==> src/design/uart_regs_pkg.sv <==
// Package for the serial register interface: addresses, fields, resets.
package uart_regs_pkg;
  // Register addresses on the CPU I/O port (arbitrary local indices)
  localparam logic [2:0] ADDR_DATA = 3'h0;
  localparam logic [2:0] ADDR_STAT = 3'h1;
  localparam logic [2:0] ADDR_ENAB = 3'h2;
  localparam logic [2:0] ADDR_SHARED = 3'h3;
  localparam logic [2:0] ADDR_BAUD_LOW = 3'h4;
  // Reset values
  localparam logic [7:0] STAT_RESET = 8'h20;
  localparam logic [7:0] ENAB_RESET = 8'h00;
  localparam logic [7:0] FRAME_RESET = 8'h86;
  localparam logic [3:0] BAUD_HIGH_RESET = 4'h0;
  localparam logic [7:0] BAUD_LOW_RESET = 8'h00;
  // Status/control field positions
  localparam int RXC_BIT = 7;
  localparam int TXC_BIT = 6;
  localparam int TX_BUFFER_EMPTY_FLAG_BIT = 5;
  localparam int FERR_BIT = 4;
  localparam int OVR_BIT = 3;
  localparam int PERR_BIT = 2;
  localparam int DSPD_BIT = 1;
  localparam int MPF_BIT = 0;
  // Enable/control field positions
  localparam int RXIE_BIT = 7;
  localparam int TXIE_BIT = 6;
  localparam int BEIE_BIT = 5;
  localparam int RXON_BIT = 4;
  localparam int TXON_BIT = 3;
  localparam int SIZE2_BIT = 2;
  localparam int RX9_BIT = 1;
  localparam int TX9_BIT = 0;
  // Frame control field positions
  localparam int SEL_BIT = 7;
  localparam int SYNC_BIT = 6;
  localparam int PAR1_BIT = 5;
  localparam int PAR0_BIT = 4;
  localparam int STOP2_BIT = 3;
  // Oversampling divisors
  localparam logic [4:0] OVS_NORMAL = 5'h10;
  localparam logic [4:0] OVS_DOUBLE = 5'h08;
  localparam int FIFO_DEPTH = 2;
  // Received character with its error tags
  typedef struct packed {
    logic [8:0] data;
    logic ferr;
    logic perr;
  } rx_char_t;
  // CPU I/O request
  typedef struct packed {
    logic rd;
    logic wr;
    logic [2:0] addr;
    logic [7:0] wdata;
  } io_req_t;
endpackage

==> src/design/uart_register_interface.sv <==
// Serial port register side: data port, status, enables, shared location.
// Notes on behaviour
// - Back-to-back shared read returns frame control.
// - Single isolated shared read gives divisor high.
// - Data writes fill tx buffer; reads give rx.
// - Short characters: upper tx ignored, rx zeroed.
// - Data write while buffer full is dropped.
// - Enabled transmitter loads shifter then sends serially.
// - Two-entry rx FIFO advances on data read.
// - Rx complete tracks FIFO nonempty; disable flushes.
// - Tx complete sets at frame end with buffer empty; clearable.
// - Tx buffer empty reads one; one after reset.
// - Frame error follows head FIFO character.
// - Overrun when FIFO full, shifter full, start.
// - Parity error follows head character, if checking.
// - Double speed halves oversampling in async mode.
// - Multiprocessor filter drops non-address frames.
// - Interrupt needs enable, global flag and status.
// - Receiver takes pin; disable flushes, clears errors.
// - Transmitter disable waits until everything drained.
// - Shared write top bit picks target register.
`timescale 1ns/1ns
module uart_register_interface (
  input wire logic clk,
  input wire logic rst_n,
  input wire uart_regs_pkg::io_req_t io_req,
  output logic [7:0] io_rdata,
  input wire logic global_irq_on,
  input wire logic txc_irq_ack,
  input wire logic rxd_in,
  output logic txd_out,
  output logic txd_oe,
  output logic rxd_owned,
  output logic rxc_irq,
  output logic txc_irq,
  output logic tx_buffer_empty_flag_irq
);
  import uart_regs_pkg::*;

  // ==========================================================
  // Reset release
  logic rst_meta_ff, rst_sync_ff;
  // Two-stage release of the asynchronous reset
  always_ff @(posedge clk or negedge rst_n) begin
    if (!rst_n) begin
      rst_meta_ff <= 1'b0;
      rst_sync_ff <= 1'b0;
    end else begin
      rst_meta_ff <= 1'b1;
      rst_sync_ff <= rst_meta_ff;
    end
  end
  wire logic srst_n = rst_sync_ff;

  // ==========================================================
  // Register state
  logic [7:0] stat_ff;       // Writable bits of status: speed, filter
  logic [7:0] enab_ff;       // Enable/control register
  logic [7:0] frame_ff;      // Frame control register
  logic [3:0] baud_hi_ff;    // Divisor high nibble
  logic [7:0] baud_lo_ff;    // Divisor low byte
  logic shared_rd_ff;        // Shared location read last cycle
  logic txc_ff;              // Transmit complete flag
  logic ovr_ff;              // Overrun flag
  logic [8:0] tx_buf_ff;     // Transmit holding buffer
  logic tx_full_ff;          // Holding buffer occupied
  rx_char_t fifo_ff [FIFO_DEPTH];  // Receive FIFO
  logic [1:0] fifo_cnt_ff;   // Entries held
  logic rd_ptr_ff;           // Head index

  // Access decode
  wire logic rd_data = io_req.rd && io_req.addr == ADDR_DATA;
  wire logic wr_data = io_req.wr && io_req.addr == ADDR_DATA;
  wire logic wr_stat = io_req.wr && io_req.addr == ADDR_STAT;
  wire logic wr_enab = io_req.wr && io_req.addr == ADDR_ENAB;
  wire logic wr_shared = io_req.wr && io_req.addr == ADDR_SHARED;
  wire logic rd_shared = io_req.rd && io_req.addr == ADDR_SHARED;
  wire logic wr_baud_lo = io_req.wr && io_req.addr == ADDR_BAUD_LOW;
  wire logic rx_on = enab_ff[RXON_BIT];
  wire logic tx_on = enab_ff[TXON_BIT];

  // Character width mask from size code (5..9 bits)
  function automatic logic [8:0] size_mask(input logic [2:0] code);
    case (code)
      3'h0: size_mask = 9'h01F;
      3'h1: size_mask = 9'h03F;
      3'h2: size_mask = 9'h07F;
      3'h7: size_mask = 9'h1FF;
      default: size_mask = 9'h0FF;
    endcase
  endfunction
  wire logic [2:0] size_code = {enab_ff[SIZE2_BIT], frame_ff[2:1]};
  wire logic [8:0] cmask = size_mask(size_code);
  wire logic nine_bit = size_code == 3'h7;

  // ==========================================================
  // Baud timing
  wire logic [11:0] divisor = {baud_hi_ff, baud_lo_ff};
  // Async double speed halves oversampling; sync ignores it
  wire logic [4:0] ovs = (stat_ff[DSPD_BIT] && !frame_ff[SYNC_BIT])
                         ? OVS_DOUBLE : OVS_NORMAL;
  logic [11:0] pre_ff;
  logic [4:0] ovs_cnt_ff;
  wire logic tick = pre_ff == 12'h000;
  wire logic bit_tick = tick && ovs_cnt_ff >= ovs - 5'h01;
  // Prescaler and oversample counter; low byte write restarts it
  always_ff @(posedge clk or negedge srst_n) begin
    if (!srst_n) begin
      pre_ff <= 12'h000;
      ovs_cnt_ff <= 5'h00;
    end else begin
      pre_ff <= (tick || wr_baud_lo) ? divisor : pre_ff - 12'h001;
      if (wr_baud_lo || bit_tick) ovs_cnt_ff <= 5'h00;
      else if (tick) ovs_cnt_ff <= ovs_cnt_ff + 5'h01;
    end
  end

  // ==========================================================
  // Transmitter
  logic [11:0] tx_sh_ff;     // Frame bits, LSB first
  logic [3:0] tx_left_ff;    // Bits still to send
  logic tx_line_ff;
  logic tx_drive_ff;         // Pin owned by transmitter
  wire logic tx_idle = tx_left_ff == 4'h0;
  wire logic [8:0] tx_chr = tx_buf_ff & cmask;
  wire logic tx_par = ^tx_chr ^ frame_ff[PAR0_BIT];
  wire logic tx_load = (tx_on || tx_drive_ff)
                       && tx_full_ff && tx_idle;
  wire logic tx_done = bit_tick && tx_left_ff == 4'h1;
  // Frame length: start, data, optional parity, stop bits
  wire logic [3:0] tx_len = 4'h1 + 4'h5
    + (nine_bit ? 4'h4 : {2'h0, size_code[1:0]})
    + {3'h0, frame_ff[PAR1_BIT]} + {3'h0, frame_ff[STOP2_BIT]} + 4'h1;
  // Pack data, parity and stop bits behind the start bit
  logic [11:0] tx_frame;
  always_comb begin
    tx_frame = 12'hFFF;
    for (int i = 0; i < 9; i++) begin
      if (cmask[i]) tx_frame[i + 1] = tx_chr[i];
    end
    if (frame_ff[PAR1_BIT]) begin
      tx_frame[4'h6 + {2'h0, size_code == 3'h7 ? 2'h3 : size_code[1:0]}
               + {3'h0, nine_bit}] = tx_par;
    end
    tx_frame[0] = 1'b0;
  end
  // Shift out one bit per bit period
  always_ff @(posedge clk or negedge srst_n) begin
    if (!srst_n) begin
      tx_sh_ff <= 12'hFFF;
      tx_left_ff <= 4'h0;
      tx_line_ff <= 1'b1;
    end else if (tx_load) begin
      tx_sh_ff <= tx_frame;
      tx_left_ff <= tx_len;
    end else if (bit_tick && !tx_idle) begin
      tx_line_ff <= tx_sh_ff[0];
      tx_sh_ff <= {1'b1, tx_sh_ff[11:1]};
      tx_left_ff <= tx_left_ff - 4'h1;
    end
  end
  // Holding buffer; writes while occupied are dropped
  always_ff @(posedge clk or negedge srst_n) begin
    if (!srst_n) begin
      tx_buf_ff <= 9'h000;
      tx_full_ff <= 1'b0;
    end else if (wr_data && !tx_full_ff) begin
      tx_buf_ff <= {enab_ff[TX9_BIT], io_req.wdata};
      tx_full_ff <= 1'b1;
    end else if (tx_load) begin
      tx_full_ff <= 1'b0;
    end
  end
  // Pin ownership; release deferred until drained
  always_ff @(posedge clk or negedge srst_n) begin
    if (!srst_n) tx_drive_ff <= 1'b0;
    else if (tx_on) tx_drive_ff <= 1'b1;
    else if (tx_idle && !tx_full_ff) tx_drive_ff <= 1'b0;
  end
  wire logic tx_more = tx_full_ff;
  // Transmit complete: set wins over clear
  wire logic txc_clr = txc_irq_ack || (wr_stat && io_req.wdata[TXC_BIT]);
  always_ff @(posedge clk or negedge srst_n) begin
    if (!srst_n) txc_ff <= 1'b0;
    else if (tx_done && !tx_more) txc_ff <= 1'b1;
    else if (txc_clr) txc_ff <= 1'b0;
  end

  // ==========================================================
  // Receiver
  logic [11:0] rx_sh_ff;
  logic [3:0] rx_left_ff;
  logic rx_hold_ff;          // Character waiting in shifter
  rx_char_t rx_hold_data_ff;
  wire logic rx_busy = rx_left_ff != 4'h0;
  wire logic rx_start = rx_on && !rx_busy && !rxd_in && bit_tick;
  wire logic rx_last = bit_tick && rx_left_ff == 4'h1;
  wire logic [11:0] rx_word = {rxd_in, rx_sh_ff[11:1]};
  // Align the assembled frame so bit 0 is the first data bit
  wire logic [11:0] rx_al = rx_word >> (4'hC - tx_len + 4'h1
    + {3'h0, frame_ff[STOP2_BIT]});
  wire logic [8:0] rx_dat = rx_al[8:0] & cmask;
  wire logic [3:0] dbits = tx_len - 4'h2 - {3'h0, frame_ff[PAR1_BIT]}
                           - {3'h0, frame_ff[STOP2_BIT]};
  wire logic rx_pbit = rx_al[dbits];
  wire logic rx_stop = rx_word[11];
  wire logic rx_addr = nine_bit ? rx_dat[8] : rx_stop;
  wire logic fifo_full = fifo_cnt_ff == 2'h2;
  // Frame assembly with one sample per bit period
  always_ff @(posedge clk or negedge srst_n) begin
    if (!srst_n) begin
      rx_sh_ff <= 12'hFFF;
      rx_left_ff <= 4'h0;
    end else if (!rx_on) begin
      rx_left_ff <= 4'h0;
    end else if (rx_start) begin
      rx_left_ff <= tx_len - 4'h1 - {3'h0, frame_ff[STOP2_BIT]};
    end else if (bit_tick && rx_busy) begin
      rx_sh_ff <= rx_word;
      rx_left_ff <= rx_left_ff - 4'h1;
    end
  end
  // Completed character, filtered when multiprocessor mode is on
  wire logic rx_got = rx_last && (!stat_ff[MPF_BIT] || rx_addr);
  rx_char_t rx_new;
  assign rx_new = '{data: rx_dat, ferr: !rx_stop,
    perr: frame_ff[PAR1_BIT] && (^rx_dat ^ rx_pbit ^ frame_ff[PAR0_BIT])};
  wire logic push = rx_hold_ff && !fifo_full;
  wire logic pop = rd_data && fifo_cnt_ff != 2'h0;
  // Shifter holding stage and FIFO with flush on disable
  always_ff @(posedge clk or negedge srst_n) begin
    if (!srst_n) begin
      rx_hold_ff <= 1'b0;
      rx_hold_data_ff <= '0;
      fifo_cnt_ff <= 2'h0;
      rd_ptr_ff <= 1'b0;
      ovr_ff <= 1'b0;
      for (int i = 0; i < FIFO_DEPTH; i++) fifo_ff[i] <= '0;
    end else if (!rx_on) begin
      rx_hold_ff <= 1'b0;
      fifo_cnt_ff <= 2'h0;
      ovr_ff <= 1'b0;
    end else begin
      if (rx_got) begin
        rx_hold_ff <= 1'b1;
        rx_hold_data_ff <= rx_new;
      end else if (push || (pop && fifo_full)) begin
        rx_hold_ff <= 1'b0;
      end
      if (push || (pop && fifo_full && rx_hold_ff)) begin
        fifo_ff[rd_ptr_ff ^ fifo_cnt_ff[0]] <= rx_hold_data_ff;
      end
      fifo_cnt_ff <= fifo_cnt_ff
        + {1'b0, push || (pop && fifo_full && rx_hold_ff)}
        - {1'b0, pop};
      if (pop) rd_ptr_ff <= !rd_ptr_ff;
      if (fifo_full && rx_hold_ff && rx_start) ovr_ff <= 1'b1;
      else if (pop) ovr_ff <= 1'b0;
    end
  end
  rx_char_t head;
  assign head = fifo_ff[rd_ptr_ff];

  // ==========================================================
  // Control register writes and shared location
  always_ff @(posedge clk or negedge srst_n) begin
    if (!srst_n) begin
      stat_ff <= STAT_RESET;
      enab_ff <= ENAB_RESET;
      frame_ff <= FRAME_RESET;
      baud_hi_ff <= BAUD_HIGH_RESET;
      baud_lo_ff <= BAUD_LOW_RESET;
      shared_rd_ff <= 1'b0;
    end else begin
      shared_rd_ff <= rd_shared;
      if (wr_stat) stat_ff <= io_req.wdata & 8'h03;
      if (wr_enab) enab_ff <= io_req.wdata & 8'hFD;
      if (wr_baud_lo) baud_lo_ff <= io_req.wdata;
      if (wr_shared && io_req.wdata[SEL_BIT]) begin
        frame_ff <= io_req.wdata;
      end else if (wr_shared) begin
        baud_hi_ff <= io_req.wdata[3:0];
      end
    end
  end

  // ==========================================================
  // Read data and outputs
  wire logic has_rx = fifo_cnt_ff != 2'h0;
  wire logic [7:0] stat_rd = {has_rx, txc_ff, !tx_full_ff,
    has_rx && head.ferr, ovr_ff, has_rx && head.perr,
    stat_ff[1:0]};
  wire logic [7:0] enab_rd = {enab_ff[7:2], head.data[8],
    enab_ff[TX9_BIT]};
  // Second of two back-to-back reads sees frame control
  wire logic [7:0] shared_rd = shared_rd_ff ? frame_ff
                                : {4'h0, baud_hi_ff};
  wire logic [7:0] rd_mux =
    io_req.addr == ADDR_DATA ? head.data[7:0] :
    io_req.addr == ADDR_STAT ? stat_rd :
    io_req.addr == ADDR_ENAB ? enab_rd :
    io_req.addr == ADDR_SHARED ? shared_rd :
    io_req.addr == ADDR_BAUD_LOW ? baud_lo_ff : 8'h00;
  logic [7:0] rdata_ff;
  logic [2:0] irq_ff;
  // Registered read data and interrupt requests
  always_ff @(posedge clk or negedge srst_n) begin
    if (!srst_n) begin
      rdata_ff <= 8'h00;
      irq_ff <= 3'h0;
    end else begin
      if (io_req.rd) rdata_ff <= rd_mux;
      irq_ff <= {enab_ff[RXIE_BIT] && has_rx,
                 enab_ff[TXIE_BIT] && txc_ff,
                 enab_ff[BEIE_BIT] && !tx_full_ff} &
                {3{global_irq_on}};
    end
  end
  assign io_rdata = rdata_ff;
  assign rxc_irq = irq_ff[2];
  assign txc_irq = irq_ff[1];
  assign tx_buffer_empty_flag_irq = irq_ff[0];
  assign txd_out = tx_line_ff;
  assign txd_oe = tx_drive_ff;
  assign rxd_owned = rx_on;
endmodule

==> config.mk <==
export PLATFORM = sky130hd
export DESIGN_NAME = uart_register_interface
export DESIGN_NICKNAME = d
export VERILOG_FILES = /design/src/design/uart_regs_pkg.sv /design/src/design/uart_register_interface.sv
export SDC_FILE = /design/constraint.sdc
export NUM_CORES = 1
export LEC_CHECK = 0
export ABC_AREA = 1
export BUFFER_PORTS_ARGS = -buffer_cell sky130_fd_sc_hd__buf_4
export CAP_MARGIN = 15
export CORE_AREA = 2 2 120 122
export CTS_BUF_LIST = sky130_fd_sc_hd__clkbuf_2
export CTS_CLUSTER_SIZE = 28
export DETAILED_ROUTE_END_ITERATION = 8
export DIE_AREA = 0 0 122 124
export PLACE_DENSITY = 0.86
export RECOVER_POWER = 25
export SYNTH_ARGS = -nofsm -noshare
export SYNTH_HDL_FRONTEND = slang
export SYNTH_SLANG_ARGS = --single-unit
==> constraint.sdc <==
create_clock -name clk -period 4.3 [get_ports clk]
set_input_delay 0.215 -clock clk [delete_from_list [all_inputs] [get_ports clk]]
set_output_delay 0.215 -clock clk [all_outputs]
set_load 0.005 [all_outputs]
==> impl_metrics.csv, run 1 <==
group,metric,value,unit
setup_path,crit_slowest_cell,"dfstp_2",
floorplan,io_pins,32,
power,vdd_drop_max,0.358,mV
clock_tree,clk_transition_reported_paths,0.23,ns
clock_tree,number_of_clock_sinks_seen_by_cts,142,
floorplan,die_h,124,µm
cells_and_area,layout.cell_area.non_filler,8730,µm²
setup_path,crit-reg2reg-launch,"frame_ff[1]",
floorplan,floorplan.initialDensity,57.4,%
sta,fmax,0.254,GHz
logic_synthesis,yosys_warnings,0,
global_routing,grt-ovfl-total,0,
setup_path,worst_path_largest_cell_delay,0.62,ns
power,power.leakage,4.22,nW
place,gp_congestion,0.886,
cells_and_area,final_cell_mix,"nand2_1 (321), dfrtp_1 (115), o21ai_0 (107)",
logic_synthesis,seq_area_frac_synth,45.6,%
global_routing,grt_start_max_net_pins,76,
setup_path,timing.critical_path.from,"frame_ff[1]",
floorplan,rows,43,
place,number_of_cells_in_the_design_after_placement,1205,
route,totalWireLength,18800,µm
logic_synthesis,synthesis.area,7870,µm²
clock_tree,clock_insertion_delay_worst_skew,0.77,ns
route,post_drt_via_cell_ratio,5.58,
floorplan,coreArea,13700,µm²
power,power_density,608,nW/µm²
cells_and_area,layout-drive-gt1-share,12.6,%
logic_synthesis,synth.largest_area_cell,"dfrtp_1",
sta,report.final.setup_viol,0,
worst_hold_path,hold_path_depth,5,
route,post-route-drc-count,0,
global_routing,grt_first_pass_wirelength,31800,µm
place,place.detailed.hpwl,13000,µm
worst_hold_path,holdCritStartpoint,"io_req[9]",
sta,slew_hr,-79.3,%
cells_and_area,layout_utilization,63.6,%
floorplan,die-width,122,µm
logic_synthesis,yosys.area.top_type_share,36.6,%
clock_tree,clock_tree.buffer_depth,2,
logic_synthesis,post_synth_main_area_contributors,"dfrtp_1 (37%), nand2_1 (15%), dfstp_2 (9.0%), o21ai_0 (6.8%), inv_1 (5.1%)",
setup_path,ff2ff_setup_slack,0.36,ns
global_routing,aggregate_global_route_resource_usage,27.0,%
route,drt_first_iter_violations,906,
sta,final_min_period_over_clock_period,91.7,%
clock_tree,cts.htree.levels,4,
clock_tree,cts_buffers,17,
logic_synthesis,count_of_flip_flops_with_a_built_in_enable_after_synthesis,0,
setup_path,crit_type,"reg -> reg",
setup_path,cp.required,4.93,ns
route,wire_per_inst,14.9,µm
place,placement.cell_area,8240,µm²
setup_path,cp-end-kind,"flop",
floorplan,fp.dieArea,15100,µm²
route,antenna_violating_nets_post_route,0,
worst_hold_path,hold_path_end,"shared_rd_ff",
logic_synthesis,syn-mean-instance-area,7.75,µm²
setup_path,timing.critical_path.mode_cell,"nand2_1",
logic_synthesis,synthesis.instances,1016,
sta,fin_setup_tns,0,ns
worst_hold_path,timing.hold.worst.class,"in -> reg",
place,port_buffers,31,
sta,grt_setup_unrepaired,"false",
cells_and_area,instances_no_fill,1265,
logic_synthesis,ys_seq_elements,142,
logic_synthesis,synthesis.nets,1053,
setup_path,highest_fanout_seen_on_the_critical_path,13,
run,timing.max_cap.violations,1,
sta,final.min_clock_period,3.94,ns
sta,worst_pin_slew,2.69,ns
setup_path,setup.worst_path.start_class,"flop",
cells_and_area,n_fill_cell,1120,
setup_path,critical_path_cell_list,"nand3_1, inv_1, nor2_1, inv_1, ha_1, inv_1, ha_1, fa_1, ha_1, buf_4, nand3_1, nand2_1, nand4_1, nand2_1, nand2_1, nand2_1, nand2_1, nand2_1, nand3_1, nand2_1, nand2_1, nand3_1, nand2_1",
logic_synthesis,synth_flop_cell,"dfrtp_1",
cells_and_area,synthToLayoutAreaGrowth,10.9,%
route,vias,7059,
global_routing,antenna_found_initial,1,
clock_tree,cts_root_buffer,"clkbuf_2",
clock_tree,cts.repair_timing.setup_buffer_count,0,
run_status,outcome,"complete, but fails checks",
setup_path,ff_to_ff_path_depth,23,
setup_path,worstReg2RegEnd,"rx_hold_data_ff[0]",
sta,final_max_slew_viols,66,
run_status,violations,"capacitance limit, slew limit",
logic_synthesis,yosysUniqueCellTypes,50,
sta,final.setup_skew,0.0606,ns
global_routing,grt_pass1_vias,6767,
setup_path,cp_data_arrival_time,4.57,ns
cells_and_area,nets,1108,
logic_synthesis,ys_async_sr_fraction,100,%
route,detailed_routing_iteration_count_for_the_pre_antenna_repair_pass,6,
cells_and_area,layout_commonest_cell,"nand2_1",
clock_tree,clock_tree_from_tritoncts,"built",
sta,report.final.hold_viol_count,0,
-- through the flow --
stage / power [mW] / hold WS, ns / setup slack [ns]
after CTS: 5.26 / 0.00112 / 0.213
after floorplan: 3.98 / -0.0806 / 0.0978
after global placement: 4.42 / -0.00186 / 0.369
final: 5.31 / 0.0514 / 0.359
after global routing: 5.82 / 0.0581 / 0.0240
after detailed placement: 4.50 / -0.00128 / 0.247
-- report_power, final --
part / switching, mW / total (mW) / internal [mW]
clock network: 0.518 / 0.731 / 0.213
registers: 0.215 / 1.83 / 1.61
logic: 1.80 / 2.75 / 0.948
-- final cells by class --
class / instances / area [µm²] / share of cell area, %
Antenna cell: 1 / 2.50 / 0.0287
Clock buffer: 19 / 95.1 / 1.09
Clock inverter: 13 / 116 / 1.33
Inverter: 117 / 442 / 5.06
Multi-Input combinational cell: 727 / 3690 / 42.2
Sequential cell: 142 / 3590 / 41.1
Tap cell: 180 / 225 / 2.58
Timing Repair Buffer: 66 / 576 / 6.59
-- worst max-delay path by stage --
stage	endpoint	slack, ns	depth (start not counted)
finish	rx_hold_data_ff[0]	0.36	23
detailed placement	rx_hold_data_ff[10]	0.25	18
global placement	rx_hold_data_ff[10]	0.37	18
floorplan	baud_hi_ff[0]	0.1	0
CTS	rx_hold_data_ff[0]	0.21	20
global route	rx_hold_data_ff[0]	0.02	27
-- kinds of logic (layout without fill, tap and decap cells) --
| kind of cell | after synthesis | count (layout) | synth area share, % |
|---|---|---|---|
| other cells | 1 | 2 | 0.0476 |
| flops | 142 | 142 | 45.6 |
| buf+inv | 147 | 215 | 7.69 |
| simple gates | 493 | 493 | 27.2 |
| compound gates | 185 | 185 | 13.1 |
| fa+ha+maj | 19 | 19 | 3.12 |
| mux | 4 | 4 | 0.540 |
| xor+xnor | 25 | 25 | 2.78 |
-- sequential cells by signal, indices dropped and copies added (netlist names), 8 cells and up --
register / cells
io_rdata: 8
rx_hold_data_ff: 11
fifo_ff: 22
baud_lo_ff: 8
frame_ff: 8
rx_sh_ff: 11
tx_sh_ff: 12
tx_buf_ff: 9
pre_ff: 12
-- routing by layer --
layer	track usage (%)	vias up	part of all wire, %
li1	-	3412	-
met1	35.0	3292	43
met2	44.1	297	47
met3	5.36	58	7.1
met4	12.2	0	3.3
met5	0	-	0
-- worst max-delay path, delay by kind of cell, from the launching register on --
kind          cells  cell delay (ns)
simple gates     15             1.49
flops             1             0.62
fa+ha+maj         4             1.21
buf+inv           4             0.50
-- cells in the mapped netlist, drive strengths merged, types with 5 or more instances --
master and instances:
nand4 6, ha 18, xor2 15, nor2 63, nor3 10, nand3 69
clkbuf 18, dfrtp 115, dfstp 27, buf 12, nand2 334, a21oi 28
xnor2 10, inv 112, o21ai 120, o221ai 9, o22ai 6, clkinv 5
-- what timing repair did --
| action | in CTS | in global routing |
|---|---|---|
| setup endpoints to repair | 0 | 11 |
| gates resized for setup | 0 | 2 |
| hold buffers | 27 | 0 |
| hold endpoints to repair | 58 | 0 |
Note: power is estimated with default switching activity, not from simulation.
==> run 2, diff against run 1 <==
--- a/config.mk
+++ b/config.mk
@@ -9,7 +9,7 @@
 export BUFFER_PORTS_ARGS = -buffer_cell sky130_fd_sc_hd__buf_4
 export CAP_MARGIN = 15
 export CORE_AREA = 2 2 120 122
-export CTS_BUF_LIST = sky130_fd_sc_hd__clkbuf_2
+export CTS_BUF_LIST = sky130_fd_sc_hd__clkbuf_8
 export CTS_CLUSTER_SIZE = 28
 export DETAILED_ROUTE_END_ITERATION = 8
 export DIE_AREA = 0 0 122 124
==> run 2 against run 1 <==
Net effect: the flow still finishes with violations (capacitance limit, slew limit); non-clock buffer count fell by 14; cell area barely moved; maximum frequency rose by 0.44%; wire length fell by 1.5%; combinational power barely moved; die area did not move; count of clock-buffer cells in the layout did not move; largest power group unchanged.
==> impl_metrics.csv, run 2 (synthesized netlist as in run 1, its figures left out) <==
group,metric,value,unit
run_status,outcome,"complete, but fails checks",
run_status,violations,"capacitance limit, slew limit",
route,post_drt_via_cell_ratio,5.60,
sta,final_min_period_over_clock_period,91.3,%
sta,grt_setup_unrepaired,"false",
power,power.leakage,4.22,nW
cells_and_area,antenna_diodes,0,
cells_and_area,synthToLayoutAreaGrowth,11.0,%
sta,fin_setup_tns,0,ns
floorplan,coreArea,13700,µm²
sta,final.min_clock_period,3.92,ns
setup_path,crit_slowest_cell,"dfstp_2",
floorplan,die_h,124,µm
floorplan,floorplan.initialDensity,57.4,%
cells_and_area,layout_commonest_cell,"nand2_1",
sta,report.final.hold_viol_count,0,
cells_and_area,n_fill_cell,1119,
cells_and_area,layout-drive-gt1-share,12.3,%
clock_tree,cts_buffers,17,
setup_path,setup.worst_path.start_class,"flop",
setup_path,timing.critical_path.max_delay_family,"adder cells",
clock_tree,cts.htree.levels,4,
floorplan,io_pins,32,
sta,worst_pin_slew,2.68,ns
floorplan,die-width,122,µm
setup_path,highest_fanout_seen_on_the_critical_path,22,
clock_tree,cts.repair_timing.setup_buffer_count,0,
global_routing,grt_start_max_net_pins,76,
setup_path,cp.required,4.66,ns
sta,slew_hr,-79.0,%
setup_path,cp-end-kind,"flop",
power,vdd_drop_max,0.366,mV
global_routing,grt_first_pass_wirelength,31500,µm
cells_and_area,largest_register_ff_count,22,
setup_path,path_buf_inv,5,
route,vias,6995,
global_routing,grt_pass1_vias,6668,
cells_and_area,nets,1094,
setup_path,cp_data_arrival_time,4.28,ns
clock_tree,clock_tree.buffer_depth,2,
global_routing,antenna_found_initial,0,
route,post-route-drc-count,0,
clock_tree,cts_root_buffer,"clkbuf_8",
route,drt_first_iter_violations,728,
run,timing.max_cap.violations,1,
setup_path,critical_path_cell_list,"nand3_1, inv_1, nor2_1, inv_1, ha_1, inv_1, ha_1, fa_1, ha_1, inv_2, nand3_1, nand2_1, nand2_1, nor3_4, inv_2, o211ai_1, nand3_4, a32o_1",
route,totalWireLength,18500,µm
cells_and_area,multiInputGateArea,3680,µm²
power,power_density,641,nW/µm²
setup_path,worst_path_largest_cell_delay,0.58,ns
floorplan,rows,43,
worst_hold_path,timing.hold.worst.class,"in -> async",
cells_and_area,regArea,3590,µm²
cells_and_area,largestRegisters,"fifo_ff: 22 flops, pre_ff: 12 flops, tx_sh_ff: 12 flops",
setup_path,crit_type,"reg -> reg",
sta,final.setup_skew,0.0143,ns
cells_and_area,largest-register,"fifo_ff",
route,antenna_violating_nets_post_route,0,
place,place.detailed.hpwl,13000,µm
sta,fmax,0.255,GHz
power,fin_total_pwr,5.60,mW
route,wire_per_inst,14.8,µm
clock_tree,number_of_clock_sinks_seen_by_cts,142,
clock_tree,clock_tree_from_tritoncts,"built",
clock_tree,clock_insertion_delay_worst_skew,0.47,ns
cells_and_area,final_cell_mix,"nand2_1 (321), dfrtp_1 (115), inv_1 (108)",
place,port_buffers,31,
route,detailed_routing_iteration_count_for_the_pre_antenna_repair_pass,6,
sta,final_max_slew_viols,66,
floorplan,fp.dieArea,15100,µm²
global_routing,aggregate_global_route_resource_usage,26.6,%
clock_tree,clk_transition_reported_paths,0.08,ns
global_routing,grt-ovfl-total,0,
place,gp_congestion,0.886,
sta,report.final.setup_viol,0,
-- run 2: cell count changes in the layout (fill, tap and decap cells not counted) --
cell,delta
clkbuf_2,-19
clkbuf_8,+19
dlygate4sd3_1,-14
clkbuf_1,+4
buf_4,-3
clkinv_1,-2
inv_1,+2
clkbuf_4,-1
diode_2,-1
nor2_1,+1
nor2_2,-1
-- run 2: through the flow --
step | setup WS (ns) | instance area, µm² | cells | utilization, % | hold WS [ns]
2_1_floorplan | 0.0978 | 7870 | 1016 | - | -0.0806
3_3_place_gp | 0.369 | 8240 | 1205 | 60.1 | -0.00186
3_5_place_dp | 0.247 | 8240 | 1205 | 60.1 | -0.00128
4_1_cts | 0.195 | 8750 | 1250 | 63.8 | 0.0404
5_1_grt | 0.0439 | 8740 | 1250 | 63.7 | 0.0752
6_report | 0.376 | 8740 | 1250 | 63.7 | 0.0564
-- run 2: what timing repair did --
| action | 4_1_cts | 5_1_grt |
|---|---|---|
| endpoints found under the hold margin | 18 | 0 |
| gates resized for setup | 0 | 2 |
| hold buffers | 13 | 0 |
| setup endpoints to repair | 0 | 11 |
-- run 2: worst paths after layout --
| path | start | depth (start not counted) | endpoint | slack (ns) |
|---|---|---|---|---|
| min in group clk | io_req[11] | 3 | stat_ff[1] | 0.16 |
| setup / recovery | frame_ff[1] | 18 | rx_hold_data_ff[10] | 0.38 |
| hold / removal | rst_n | 2 | rst_sync_ff | 0.06 |
| hold reg to reg | rst_meta_ff | 0 | rst_sync_ff | 0.36 |
| max in group asynchronous | rst_sync_ff | 0 | rx_hold_data_ff[4] | 1.63 |
| setup reg to reg | frame_ff[1] | 18 | rx_hold_data_ff[10] | 0.38 |
-- run 2: cell type report --
type | instances | share of cell area (%)
clock buffers | 19 | 2.99
clock inverters | 13 | 1.33
inverters | 117 | 5.06
multi-input cells | 727 | 42.2
flip-flops and latches | 142 | 41.1
well taps | 180 | 2.58
repair buffers | 52 | 4.81
-- run 2: where the power goes --
| group | switching, mW | internal, mW | leakage, nW |
|---|---|---|---|
| Combinational | 1.81 | 0.934 | 2.24 |
| Sequential | 0.212 | 1.61 | 1.79 |
| Clock | 0.540 | 0.487 | 0.187 |
-- run 2: layer usage --
metal  vias up  share of wire, %  track usage (%)
met5         -                 0                0
met2       295                46             42.5
met1      3248                43             34.6
li1       3387                 -                -
met3        65               7.1             5.72
met4         0               3.8             13.2
